===== src/core/aim_pkg.sv =====
package aim_pkg;
  // ----------------------------------------
  // Sizes
  // ----------------------------------------
  localparam int AXES      = 4;
  localparam int POS_W     = 32;
  localparam int REG_W     = 16;
  localparam int ADDR_W    = 8;
  localparam int FACTORS   = 7;
  localparam int N_CMP     = 4;
  localparam int N_PHASE   = 3;
  localparam int AXIS_SHFT = 4;
  localparam int AXIS_IDXW = 2;

  // ----------------------------------------
  // Field positions
  // ----------------------------------------
  // Enables sit at 9..15, status at 1..7, same factor order
  localparam int EN_BASE   = 9;
  localparam int ST_BASE   = 1;
  localparam int PEND_LINE = 8;
  localparam logic [REG_W-1:0] EN_MASK = 16'hFE00;

  // ----------------------------------------
  // Register offsets
  // ----------------------------------------
  localparam logic [ADDR_W-1:0] OFF_ENABLE  = 8'h00;
  localparam logic [ADDR_W-1:0] OFF_STATUS  = 8'h04;
  localparam logic [ADDR_W-1:0] OFF_CMP_LO  = 8'h08;
  localparam logic [ADDR_W-1:0] OFF_CMP_HI  = 8'h0C;
  localparam logic [ADDR_W-1:0] OFF_CONFIG  = 8'h40;
  localparam logic [ADDR_W-1:0] OFF_PENDING = 8'h44;
  localparam logic [ADDR_W-1:0] AXIS_MASK   = 8'h0C;
  localparam logic [ADDR_W-1:0] WORD_MASK   = 8'hFC;

  // ----------------------------------------
  // Reset values
  // ----------------------------------------
  localparam logic [REG_W-1:0] ENABLE_RST = 16'h0000;
  localparam logic [REG_W-1:0] STATUS_RST = 16'h0000;
  localparam logic [POS_W-1:0] CMP_RST    = 32'h0000_0000;
  localparam logic [AXES-1:0]  CONFIG_RST = 4'h0;

  // ----------------------------------------
  // Bus encodings
  // ----------------------------------------
  localparam logic [2:0] HSIZE_WORD = 3'h2;
  localparam logic       HRESP_OKAY = 1'b0;
endpackage


===== src/core/aim_evt_if.sv =====
`timescale 1ns/100ps
// Event pulses of one axis, from the detectors to the merge logic
interface aim_evt_if #(
  parameter int N_CMP   = 4,
  parameter int N_PHASE = 3
);
  logic [N_CMP-1:0]   cmp_evt;
  logic [N_PHASE-1:0] phase_evt;
  modport cmp_src   (output cmp_evt);
  modport phase_src (output phase_evt);
  modport sink      (input cmp_evt, input phase_evt);
endinterface


===== src/core/aim_cmp_detect.sv =====
`timescale 1ns/100ps
module aim_cmp_detect #(
  parameter int POS_W = 32
) (
  input  wire logic             hclk,
  input  wire logic             hresetn,
  input  wire logic [POS_W-1:0] pos,
  input  wire logic [POS_W-1:0] lower,
  input  wire logic [POS_W-1:0] upper,
  aim_evt_if.cmp_src            evt
);
  logic ge_lo;
  logic ge_hi;
  logic ge_lo_r;
  logic ge_hi_r;
  logic primed_r;

  // Signed compare against both bounds
  assign ge_lo = $signed(pos) >= $signed(lower);
  assign ge_hi = $signed(pos) >= $signed(upper);

  // Previous results; first cycle after reset only primes
  always_ff @(posedge hclk or negedge hresetn) begin
    if (!hresetn) begin
      ge_lo_r  <= 1'b0;
      ge_hi_r  <= 1'b0;
      primed_r <= 1'b0;
    end else begin
      ge_lo_r  <= ge_lo;
      ge_hi_r  <= ge_hi;
      primed_r <= 1'b1;
    end
  end

  // Pulse when a condition becomes true
  assign evt.cmp_evt[0] = primed_r & ge_lo & ~ge_lo_r;
  assign evt.cmp_evt[1] = primed_r & ~ge_lo & ge_lo_r;
  assign evt.cmp_evt[2] = primed_r & ~ge_hi & ge_hi_r;
  assign evt.cmp_evt[3] = primed_r & ge_hi & ~ge_hi_r;
endmodule


===== src/core/aim_interrupt_merge.sv =====
// Decided for this implementation: the address map and the AHB-Lite interface to the registers.
`timescale 1ns/100ps
// Operation
// - All axis requests are ORed onto one request output to the host.
// - Each factor of each axis has its own enable bit.
// - After reset every factor enable is cleared, so no interrupt rises.
// - Enable bit one lets its factor interrupt; zero masks it.
// - Count reaching or passing lower bound sets status bit 1 if enabled.
// - Count dropping below lower bound sets status bit 2 if enabled.
// - Below upper bound sets bit 3; at or above upper sets bit 4.
// - Cruise to deceleration transition sets status bit 5 if enabled.
// - Acceleration to cruise transition sets status bit 6 if enabled.
// - Drive completion sets status bit 7 if enabled.
// - An enabled factor sets its status bit and pulls the request low.
// - Host reads an axis status to clear it; the request is released once no axis has a status bit set.
module aim_interrupt_merge #(
  parameter int AXES  = aim_pkg::AXES,
  parameter int POS_W = aim_pkg::POS_W
) (
  input  wire logic                  hclk,
  input  wire logic                  hresetn,
  input  wire logic                  hsel,
  input  wire logic [31:0]           haddr,
  input  wire logic [1:0]            htrans,
  input  wire logic                  hwrite,
  input  wire logic [2:0]            hsize,
  input  wire logic [31:0]           hwdata,
  input  wire logic                  hready,
  output logic      [31:0]           hrdata,
  output logic                       hreadyout,
  output logic                       hresp,
  input  wire logic [AXES*POS_W-1:0] logical_pos,
  input  wire logic [AXES*POS_W-1:0] real_pos,
  input  wire logic [AXES-1:0]       accel,
  input  wire logic [AXES-1:0]       cruise,
  input  wire logic [AXES-1:0]       decel,
  input  wire logic [AXES-1:0]       drive_busy,
  output logic                       irq_request_n,
  output logic                       irq_request_n_oe_n
);

  // ----------------------------------------
  // Declarations
  // ----------------------------------------
  localparam int REG_W   = aim_pkg::REG_W;
  localparam int ADDR_W  = aim_pkg::ADDR_W;
  localparam int FACTORS = aim_pkg::FACTORS;
  localparam int IDXW    = aim_pkg::AXIS_IDXW;

  logic                        taken;
  logic                        rd_take;
  logic                        wr_take;
  logic                        addr_ok;
  logic [ADDR_W-1:0]           loc;
  logic                        in_axis;
  logic [IDXW-1:0]             rd_idx;
  logic [ADDR_W-1:0]           rd_off;
  logic [31:0]                 rd_word;

  logic                        wr_pend_r;
  logic [ADDR_W-1:0]           wr_addr_r;
  logic                        wr_in_axis;
  logic [IDXW-1:0]             wr_idx;
  logic [ADDR_W-1:0]           wr_off;

  logic [31:0]                 hrdata_r;
  logic                        hreadyout_r;
  logic                        hresp_r;
  logic                        irq_n_r;
  logic                        irq_oe_n_r;

  logic [AXES-1:0]             config_r;
  logic [AXES-1:0]             pending_r;
  logic [AXES-1:0]             pending_nxt;
  logic                        line_r;

  logic [AXES-1:0][REG_W-1:0]  status_all;
  logic [AXES-1:0][POS_W-1:0]  cmp_lo_all;
  logic [AXES-1:0][POS_W-1:0]  cmp_hi_all;

  // ----------------------------------------
  // Address phase decode
  // ----------------------------------------
  // Transfer accepted when selected, active and bus ready
  assign taken   = hsel & htrans[1] & hready;
  assign rd_take = taken & ~hwrite;
  assign wr_take = taken & hwrite & (hsize == aim_pkg::HSIZE_WORD);

  // Only the low window is mapped; the rest reads zero
  assign addr_ok = (haddr[31:ADDR_W] == '0);
  assign loc     = haddr[ADDR_W-1:0];
  assign in_axis = addr_ok & (loc < aim_pkg::OFF_CONFIG);
  assign rd_idx  = loc[aim_pkg::AXIS_SHFT +: IDXW];
  assign rd_off  = loc & aim_pkg::AXIS_MASK;

  // ----------------------------------------
  // Write data phase
  // ----------------------------------------
  // Address held for the data phase that follows
  always_ff @(posedge hclk or negedge hresetn) begin
    if (!hresetn) begin
      wr_pend_r <= 1'b0;
      wr_addr_r <= '0;
    end else begin
      wr_pend_r <= wr_take & addr_ok;
      if (wr_take) begin
        wr_addr_r <= loc;
      end
    end
  end

  // Decode of the held write address
  assign wr_in_axis = wr_pend_r & (wr_addr_r < aim_pkg::OFF_CONFIG);
  assign wr_idx     = wr_addr_r[aim_pkg::AXIS_SHFT +: IDXW];
  assign wr_off     = wr_addr_r & aim_pkg::AXIS_MASK;

  // ----------------------------------------
  // Per-axis event logic and registers
  // ----------------------------------------
  for (genvar a = 0; a < AXES; a++) begin : g_axis
    logic [POS_W-1:0]   pos_sel;
    logic [FACTORS-1:0] raw_evt;
    logic [FACTORS-1:0] gated_evt;
    logic [REG_W-1:0]   set_bits;
    logic [REG_W-1:0]   enable_r;
    logic [REG_W-1:0]   status_r;
    logic [REG_W-1:0]   status_nxt;
    logic [POS_W-1:0]   cmp_lo_r;
    logic [POS_W-1:0]   cmp_hi_r;
    logic               rd_clr;
    logic               wr_here;

    aim_evt_if #(
      .N_CMP   (aim_pkg::N_CMP),
      .N_PHASE (aim_pkg::N_PHASE)
    ) evt_bus ();

    // Logical or real count, chosen by software
    assign pos_sel = config_r[a] ? real_pos[a*POS_W +: POS_W]
                                 : logical_pos[a*POS_W +: POS_W];

    // Compare window detector
    aim_cmp_detect #(
      .POS_W (POS_W)
    ) u_cmp (
      .hclk    (hclk),
      .hresetn (hresetn),
      .pos     (pos_sel),
      .lower   (cmp_lo_r),
      .upper   (cmp_hi_r),
      .evt     (evt_bus)
    );

    // Drive phase transition detector
    aim_phase_detect u_phase (
      .hclk       (hclk),
      .hresetn    (hresetn),
      .accel      (accel[a]),
      .cruise     (cruise[a]),
      .decel      (decel[a]),
      .drive_busy (drive_busy[a]),
      .evt        (evt_bus)
    );

    // Factor order matches enable and status bit order
    assign raw_evt   = {evt_bus.phase_evt, evt_bus.cmp_evt};
    assign gated_evt = raw_evt & enable_r[aim_pkg::EN_BASE +: FACTORS];

    // Status bits to set this cycle
    always_comb begin
      set_bits = '0;
      set_bits[aim_pkg::ST_BASE +: FACTORS] = gated_evt;
    end

    // Read of this axis status clears it
    assign rd_clr = rd_take & in_axis & (rd_idx == a)
                  & (rd_off == aim_pkg::OFF_STATUS);

    // New event wins over a clearing read
    always_comb begin
      if (rd_clr) begin
        status_nxt = set_bits;
      end else begin
        status_nxt = status_r | set_bits;
      end
    end

    // Sticky status register
    always_ff @(posedge hclk or negedge hresetn) begin
      if (!hresetn) begin
        status_r <= aim_pkg::STATUS_RST;
      end else begin
        status_r <= status_nxt;
      end
    end

    // Write strobe for this axis
    assign wr_here = wr_in_axis & (wr_idx == a);

    // Enable register, cleared by reset
    always_ff @(posedge hclk or negedge hresetn) begin
      if (!hresetn) begin
        enable_r <= aim_pkg::ENABLE_RST;
      end else if (wr_here && wr_off == aim_pkg::OFF_ENABLE) begin
        enable_r <= hwdata[REG_W-1:0] & aim_pkg::EN_MASK;
      end
    end

    // Compare bounds
    always_ff @(posedge hclk or negedge hresetn) begin
      if (!hresetn) begin
        cmp_lo_r <= aim_pkg::CMP_RST;
        cmp_hi_r <= aim_pkg::CMP_RST;
      end else if (wr_here) begin
        if (wr_off == aim_pkg::OFF_CMP_LO) begin
          cmp_lo_r <= hwdata[POS_W-1:0];
        end
        if (wr_off == aim_pkg::OFF_CMP_HI) begin
          cmp_hi_r <= hwdata[POS_W-1:0];
        end
      end
    end

    // Views for the read mux and request merge
    assign status_all[a]  = status_r;
    assign cmp_lo_all[a]  = cmp_lo_r;
    assign cmp_hi_all[a]  = cmp_hi_r;
    assign pending_nxt[a] = |status_nxt;
  end

  // ----------------------------------------
  // Global registers
  // ----------------------------------------
  // Count source select, one bit per axis
  always_ff @(posedge hclk or negedge hresetn) begin
    if (!hresetn) begin
      config_r <= aim_pkg::CONFIG_RST;
    end else if (wr_pend_r && (wr_addr_r & aim_pkg::WORD_MASK) == aim_pkg::OFF_CONFIG) begin
      config_r <= hwdata[AXES-1:0];
    end
  end

  // Pending summary and request level
  always_ff @(posedge hclk or negedge hresetn) begin
    if (!hresetn) begin
      pending_r <= '0;
      line_r    <= 1'b0;
    end else begin
      pending_r <= pending_nxt;
      line_r    <= |pending_nxt;
    end
  end

  // ----------------------------------------
  // Read mux
  // ----------------------------------------
  // Enable register is write-only and reads zero
  always_comb begin
    rd_word = '0;
    if (in_axis) begin
      case (rd_off)
        aim_pkg::OFF_STATUS: begin
          rd_word[REG_W-1:0] = status_all[rd_idx];
        end
        aim_pkg::OFF_CMP_LO: begin
          rd_word[POS_W-1:0] = cmp_lo_all[rd_idx];
        end
        aim_pkg::OFF_CMP_HI: begin
          rd_word[POS_W-1:0] = cmp_hi_all[rd_idx];
        end
        default: begin
          rd_word = '0;
        end
      endcase
    end else if (addr_ok) begin
      case (loc & aim_pkg::WORD_MASK)
        aim_pkg::OFF_CONFIG: begin
          rd_word[AXES-1:0] = config_r;
        end
        aim_pkg::OFF_PENDING: begin
          rd_word[AXES-1:0]          = pending_r;
          rd_word[aim_pkg::PEND_LINE] = line_r;
        end
        default: begin
          rd_word = '0;
        end
      endcase
    end
  end

  // ----------------------------------------
  // Bus response
  // ----------------------------------------
  // Read data latched at the address phase, shown in the data phase
  always_ff @(posedge hclk or negedge hresetn) begin
    if (!hresetn) begin
      hrdata_r <= '0;
    end else if (rd_take) begin
      hrdata_r <= rd_word;
    end
  end

  // Zero wait states, always OKAY
  always_ff @(posedge hclk or negedge hresetn) begin
    if (!hresetn) begin
      hreadyout_r <= 1'b1;
      hresp_r     <= aim_pkg::HRESP_OKAY;
    end else begin
      hreadyout_r <= 1'b1;
      hresp_r     <= aim_pkg::HRESP_OKAY;
    end
  end

  // ----------------------------------------
  // Request pin
  // ----------------------------------------
  // Driven low while any axis is pending, floats otherwise
  always_ff @(posedge hclk or negedge hresetn) begin
    if (!hresetn) begin
      irq_n_r    <= 1'b1;
      irq_oe_n_r <= 1'b1;
    end else begin
      irq_n_r    <= ~(|pending_nxt);
      irq_oe_n_r <= ~(|pending_nxt);
    end
  end

  assign hrdata             = hrdata_r;
  assign hreadyout          = hreadyout_r;
  assign hresp              = hresp_r;
  assign irq_request_n      = irq_n_r;
  assign irq_request_n_oe_n = irq_oe_n_r;

endmodule


===== src/core/aim_phase_detect.sv =====
`timescale 1ns/100ps
module aim_phase_detect (
  input  wire logic    hclk,
  input  wire logic    hresetn,
  input  wire logic    accel,
  input  wire logic    cruise,
  input  wire logic    decel,
  input  wire logic    drive_busy,
  aim_evt_if.phase_src evt
);
  logic accel_r;
  logic cruise_r;
  logic busy_r;

  // Previous drive phase
  always_ff @(posedge hclk or negedge hresetn) begin
    if (!hresetn) begin
      accel_r  <= 1'b0;
      cruise_r <= 1'b0;
      busy_r   <= 1'b0;
    end else begin
      accel_r  <= accel;
      cruise_r <= cruise;
      busy_r   <= drive_busy;
    end
  end

  // Phase transition pulses
  assign evt.phase_evt[0] = cruise_r & decel;
  assign evt.phase_evt[1] = accel_r & cruise;
  assign evt.phase_evt[2] = busy_r & ~drive_busy;
endmodule


===== config.mk =====
export PLATFORM = sky130hd
export DESIGN_NAME = aim_interrupt_merge
export DESIGN_NICKNAME = d
export VERILOG_FILES = /design/src/core/aim_pkg.sv /design/src/core/aim_evt_if.sv /design/src/core/aim_cmp_detect.sv /design/src/core/aim_interrupt_merge.sv /design/src/core/aim_phase_detect.sv
export SDC_FILE = /design/constraint.sdc
export NUM_CORES = 1
export LEC_CHECK = 0
export ABC_AREA = 1
export BUFFER_PORTS_ARGS = -buffer_cell sky130_fd_sc_hd__clkbuf_2
export CORE_AREA = 4 4 441 225
export CTS_CLUSTER_SIZE = 14
export DETAILED_ROUTE_END_ITERATION = 16
export DIE_AREA = 0 0 445 229
export PLACE_DENSITY_LB_ADDON = 0.3
export SLEW_MARGIN = 20
export SYNTH_ARGS = -nofsm -noshare
export SYNTH_HDL_FRONTEND = slang
export SYNTH_HIERARCHICAL = 1
export SYNTH_SLANG_ARGS = --single-unit

===== constraint.sdc =====
create_clock -name hclk -period 4.55 [get_ports hclk]
set_clock_uncertainty 0.2 [all_clocks]
set_input_delay 0.2275 -clock hclk [delete_from_list [all_inputs] [get_ports hclk]]
set_output_delay 0.2275 -clock hclk [all_outputs]
set_load 0.1 [all_outputs]

==> results.ini, run 1 <==
[setup_path]
crit_start=config_r[0]
worstPathRequired_ps=4830
path_class=reg2reg
critical_path.startpoint_type=register
worstSetupEndpointType=register
worst_r2r_startpoint=config_r[0]
timing.reg2reg.worst_path_depth=20
worstPathMaxFanout=19
endpoint_arrival_time_on_the_critical_path_ps=4360

[global_route]
grt_start_max_net_pins=107
grt_overflow=0
gr-usage-all-layers_pct=18.5
grtUsageMet1_pct=22.4
first_global_vias=24800
global_route_wire_length_before_repair_microns=146000
global_route.usage.met2_pct=33.2
initial_antenna_violation_count=2
gr-max-usage-layer=met2
gr-usage-met3_pct=2.44

[clock_network]
clock_latency_on_the_worst_skew_pair_ps=590
cts_max_path_buffers=3
htree_levels=2
post_cts_setup_buffer_count=0
cts_root_buf=clkbuf_16
tritoncts_buffer_count=47
clock_sinks=421
tritoncts=done
clkSlewWorstSetupHoldPaths_ps=70
ctsHoldBuffers=51
cts.repair.resized=0

[final_layout]
post_route_cells_drive_above_1_share_pct=14.0
multi_input_comb_area_sq_mm=0.0138
area.growth.synth_to_final_pct=20.3
final-seq-area_sq_mm=0.0105
final_cell_mix=nand2_1, inv_1, dfrtp_1, clkbuf_2, o21ai_0
antenna-diode-count=0
final.fill_count=10200
nNetsFinal=4508
final_common_cell=nand2_1
utilization_pct=33.6

[min_path]
worst_hold_path.num_cells=3
worst_hold_startpoint=hwdata[9]
holdCritPathClass=in2reg

[synth]
postSynth.asyncResetShare_pct=100
synthesis.yosys.warnings=6
synth_enable_flop_cells=0
postSynthRegisterBits=421
synth.yosys.seq_area_share_pct=39.7
synth_cell_type_count=46
postSynthAreaPerCell_sq_um=7.47
gate_count_of_the_mapped_netlist=3555
syn_area_sq_mm=0.0266
syn_nets=4157
synth_ff_type=dfrtp_1

[pwr]
vdd_ir_drop_max_mv=0.245
power_per_cell_area_mw_per_mm2=279
power.static_leakage_nw=19.0

[timing]
achievable-frequency_mhz=245
fin_crit_sh_pct=89.8
worst_slew_pin_slew_ps=1120
report.final.slew_viol_count=0
final-setup-viol-count=0
setup_total_negative_slack_ps=0
worst_slew_margin_rel_pct=25.5
grt_setup_unrepaired=false
fin_crit_ps=4090
count_of_final_hold_check_violations=0

[route]
drt_iter0_markers=1823
routed_wl_microns=97000
routed_length_per_instance_microns=18.6
drt_pass1_iterations=5
postRouteAntennaNets=0
vias_per_cell=4.80
vias=25000
post-route-drc-count=0

[run_status]
outcome=completed

[floorplan]
design.die.area_sq_mm=0.102
starting_utilization_of_the_core_area_pct=28.0
die-width_microns=445
die_h_microns=229
boundaryPins=382
core_area_sq_mm=0.0950
std_cell_rows=80

[placed_design]
place_hpwl_microns=74100
place.port_buffers=376
globalplace.congestion=0.898

[flow_run]
drv_cap=0

==> per-layer routing <==
layer	part of all wire, %	routed length (microns)
met1	41	39700
met2	50	48700
met3	4.7	4560
met4	4.2	4070
met5	0.013	13
==> metrics by stage <==
stage	hold WS (ps)	area, sq um	power, mW	worst slack, ps	std cells
after floorplan	-268	26600	4.29	1480	3555
after global placement	139	29800	4.78	590	5077
after detailed placement	143	29800	4.79	591	5077
after CTS	26.4	31900	8.99	584	5215
after global routing	79.4	31900	9.26	173	5215
final	60.9	31900	8.91	463	5215
==> cell families after synthesis <==
family / synth area share, %
buf+inv: 8.71
simple gates: 25.1
flops: 39.7
compound gates: 14.4
fa+ha+maj: 12.1
other cells: 0.0848
==> flip-flops by register name (all words and copies together) (netlist names), 6 cells and up <==
| signal | flops |
|---|---|
| g_axis.status_r | 64 |
| hrdata | 32 |
| g_axis.cmp_lo_r | 128 |
| g_axis.cmp_hi_r | 128 |
| wr_addr_r | 6 |
| g_axis.enable_r | 28 |
==> cells in the mapped netlist (5+ instances only) <==
master | number | share of area [%]
nor3_1 | 6 | 0.11
nor4_1 | 8 | 0.19
a21o_1 | 12 | 0.34
a31oi_1 | 10 | 0.24
conb_1 | 6 | 0.085
buf_4 | 5 | 0.14
dfrtp_1 | 420 | 40
nand2_2 | 7 | 0.16
inv_2 | 18 | 0.25
nor2_2 | 9 | 0.21
a22oi_1 | 77 | 2.2
a221oi_1 | 14 | 0.46
nand4_1 | 24 | 0.57
nand2_1 | 1088 | 15
a21boi_0 | 5 | 0.14
o21a_1 | 16 | 0.45
a21oi_1 | 113 | 2.1
nand3_1 | 256 | 4.8
o21ai_1 | 13 | 0.24
nand3_2 | 6 | 0.23
o21ai_0 | 335 | 6.3
a21boi_1 | 7 | 0.20
nor2_1 | 183 | 2.6
inv_1 | 430 | 6.1
a22o_1 | 33 | 1.1
o22ai_1 | 13 | 0.31
clkbuf_1 | 139 | 2.0
ha_1 | 256 | 12
buf_1 | 7 | 0.099
buf_2 | 6 | 0.11
==> worst max-delay path, cell delays in order (launching register included) <==
cell      delay (ps)
dfrtp_1          370
inv_1            410
buf_4            310
nand2_1           70
nand2_1          100
ha_1             260
a21oi_1          130
o21ai_0          120
nand2_1           70
nand2_1           80
a21oi_1          240
a21oi_1          110
nor2_1           470
nor2_1            90
nand2_1           90
a21boi_1         190
nand2_1           70
nor2_1           220
nand3_1          130
nor2_1           140
nand2_1           70
==> worst paths after layout <==
kind | endpoint | slack [ps]
worst min register to register | g_axis[1].enable_r[14] | 280
min in group asynchronous | g_axis[0].cmp_hi_r[25] | 100
worst max register to register | line_r | 460
worst min-delay path | g_axis[3].cmp_hi_r[9] | 60
max in group asynchronous | hrdata[15] | 2930
worst max-delay path | line_r | 460
==> final cells by class <==
type	count	area share (%)
repair buffers	459	8.44
flip-flops and latches	421	33.0
well taps	1271	4.98
multi-input cells	2525	43.1
clock buffers	71	4.38
inverters	452	5.31
clock inverters	16	0.807
==> where the power goes <==
group	leakage [nW]	internal (mW)	total (mW)	switching (mW)
registers	3.98	3.76	3.77	0.0117
clock network	0.793	2.47	4.15	1.69
logic	14.2	0.334	0.982	0.648
(Power assumes the default switching activity.)
==> inputs of run 2 (changes only) <==
--- a/config.mk
+++ b/config.mk
@@ -8,10 +8,12 @@
 export ABC_AREA = 1
 export BUFFER_PORTS_ARGS = -buffer_cell sky130_fd_sc_hd__clkbuf_2
 export CORE_AREA = 4 4 441 225
+export CTS_CLUSTER_DIAMETER = 30
 export CTS_CLUSTER_SIZE = 14
 export DETAILED_ROUTE_END_ITERATION = 16
 export DIE_AREA = 0 0 445 229
 export PLACE_DENSITY_LB_ADDON = 0.3
+export SETUP_SLACK_MARGIN = 0.5
 export SLEW_MARGIN = 20
 export SYNTH_ARGS = -nofsm -noshare
 export SYNTH_HDL_FRONTEND = slang
==> run 2 against run 1 <==
  * Die area unchanged
  * Clock power up 80%
  * Fmax up 8.8%
  * Sequential share of layout area down 2.0 points
  * Total power up 38%
  * Cell count up 2.2%
  * Non-clock buffer count up 18
  * Highest routed layer unchanged
  * Wire length up 1.5%
  * Via count up 1.8%
==> results.ini, run 2 (synthesis gave the netlist of run 1 again) <==
[floorplan]
boundaryPins=382
die_h_microns=229
std_cell_rows=80
die-width_microns=445
core_area_sq_mm=0.0950
design.die.area_sq_mm=0.102
starting_utilization_of_the_core_area_pct=28.0

[route]
vias=25500
post-route-drc-count=0
drt_iter0_markers=1937
routed_length_per_instance_microns=18.5
routed_wl_microns=98500
vias_per_cell=4.78
postRouteAntennaNets=0
drt_pass1_iterations=5

[timing]
grt_setup_unrepaired=false
worst_slew_margin_rel_pct=27.2
achievable-frequency_mhz=266
hold-worst-slack_ps=23.7
final-setup-viol-count=0
fin_crit_ps=3760
count_of_final_hold_check_violations=0
worst_slew_pin_slew_ps=1090
fin_crit_sh_pct=82.6
report.final.slew_viol_count=0
setup_total_negative_slack_ps=0

[final_layout]
reg.largest.list=g_axis.cmp_hi_r x128, g_axis.cmp_lo_r x128, g_axis.status_r x64
final-seq-area_sq_mm=0.0105
area.growth.synth_to_final_pct=28.2
post_route_cells_drive_above_1_share_pct=16.3
antenna-diode-count=0
multi_input_comb_area_sq_mm=0.0138
final_cell_mix=nand2_1, inv_1, dfrtp_1, clkbuf_2, o21ai_0
final.fill_count=9963
final_common_cell=nand2_1
nNetsFinal=4577

[setup_path]
worstPathMaxFanout=13
ff2ff_setup_slack_ps=790
worstSetupEndpointType=register
timing.reg2reg.worst_path_depth=21
endpoint_arrival_time_on_the_critical_path_ps=4100
reg2reg_to=line_r
worst_r2r_startpoint=config_r[0]
path_class=reg2reg
critical_path.startpoint_type=register
worstPathRequired_ps=4890

[pwr]
comb_power_share_pct=8.1
power_report.internal_total_mw=9.15
power_per_cell_area_mw_per_mm2=360
power.net_switching_mw=3.11
clock_power_share_pct=61.0
pwr-share-seq_pct=30.9
vdd_ir_drop_max_mv=0.264
power.static_leakage_nw=19.9
swShare_pct=25.4

[clock_network]
clock_latency_on_the_worst_skew_pair_ps=650
clock_sinks=421
tritoncts=done
cts_max_path_buffers=3
tritoncts_buffer_count=97
htree_levels=3
clkSlewWorstSetupHoldPaths_ps=50
cts_root_buf=clkbuf_16

[global_route]
initial_antenna_violation_count=2
grt_start_max_net_pins=107
first_global_vias=25500
grt_overflow=0
gr-usage-all-layers_pct=18.8
global_route_wire_length_before_repair_microns=148000

[placed_design]
globalplace.congestion=0.898
place.port_buffers=376
place_hpwl_microns=74100

[run_status]
outcome=completed

[flow_run]
drv_cap=0

[min_path]
holdCritPathClass=in2async

==> run 2: worst max path at each step <==
| stage | cells after the start | from | endpoint | slack [ps] |
|---|---|---|---|---|
| after detailed placement | 20 | config_r[0] | line_r | 590 |
| after floorplan | 20 | config_r[2] | line_r | 1480 |
| after CTS | 20 | config_r[1] | line_r | 580 |
| after global routing | 22 | config_r[2] | line_r | 550 |
| after global placement | 20 | config_r[1] | line_r | 590 |
| final | 21 | config_r[0] | line_r | 790 |
==> run 2: what timing repair did <==
item | 4_1_cts | 5_1_grt
buffers inserted | 0 | 3
setup endpoints to repair | 0 | 4
resized for setup | 0 | 11
hold buffers | 66 | 0
endpoints found under the hold margin | 353 | 0
==> run 2: power groups by stage <==
stage	Combinational, mW	Sequential (mW)	Clock, mW
finish	0.996	3.78	7.48
CTS	1.00	3.78	7.59
global route	1.10	3.78	7.81
floorplan	0.450	3.84	0
detailed placement	0.953	3.84	0
global placement	0.935	3.84	0
==> run 2: stage by stage <==
stage / instances / util (%) / worst slack (ps) / power [mW] / instance area [sq um]
2_1_floorplan: 3555 / - / 1480 / 4.29 / 26600
3_3_place_gp: 5077 / 31.3 / 590 / 4.78 / 29800
3_5_place_dp: 5077 / 31.3 / 591 / 4.79 / 29800
4_1_cts: 5326 / 35.8 / 585 / 12.4 / 34000
5_1_grt: 5330 / 35.8 / 554 / 12.7 / 34000
6_report: 5330 / 35.8 / 792 / 12.3 / 34000
==> run 2: worst max-delay path, cell delays in order, from the launching register on <==
cell        delay, ps
dfrtp_1           380
clkinvlp_4        260
buf_12            220
nand2_1            50
nand2_1            70
ha_1              310
nand4_1           130
nor2_1            300
nand2_1            90
nand2_1           160
nand2_1           110
nand3_1           100
nand2_1            70
nor2_2            230
nor2_1             80
nand2_1            80
a21boi_1          190
nand2_1            70
nor2_1            210
nand3_1           130
nor2_1            140
nand2_1            70
==> run 2: layout make-up <==
cell class	instances	area share [%]
flip-flops and latches	421	31.0
clock buffers	116	7.63
multi-input cells	2525	40.5
repair buffers	477	8.49
inverters	452	5.01
repair inverters	1	0.0221
well taps	1271	4.67
clock inverters	67	2.75
==> run 2: routing by layer <==
| layer | track usage, % | wire length [microns] |
|---|---|---|
| met5 | 0 | 13 |
| met4 | 8.64 | 4590 |
| met3 | 2.62 | 4510 |
| met2 | 33.5 | 49000 |
| met1 | 22.6 | 40400 |
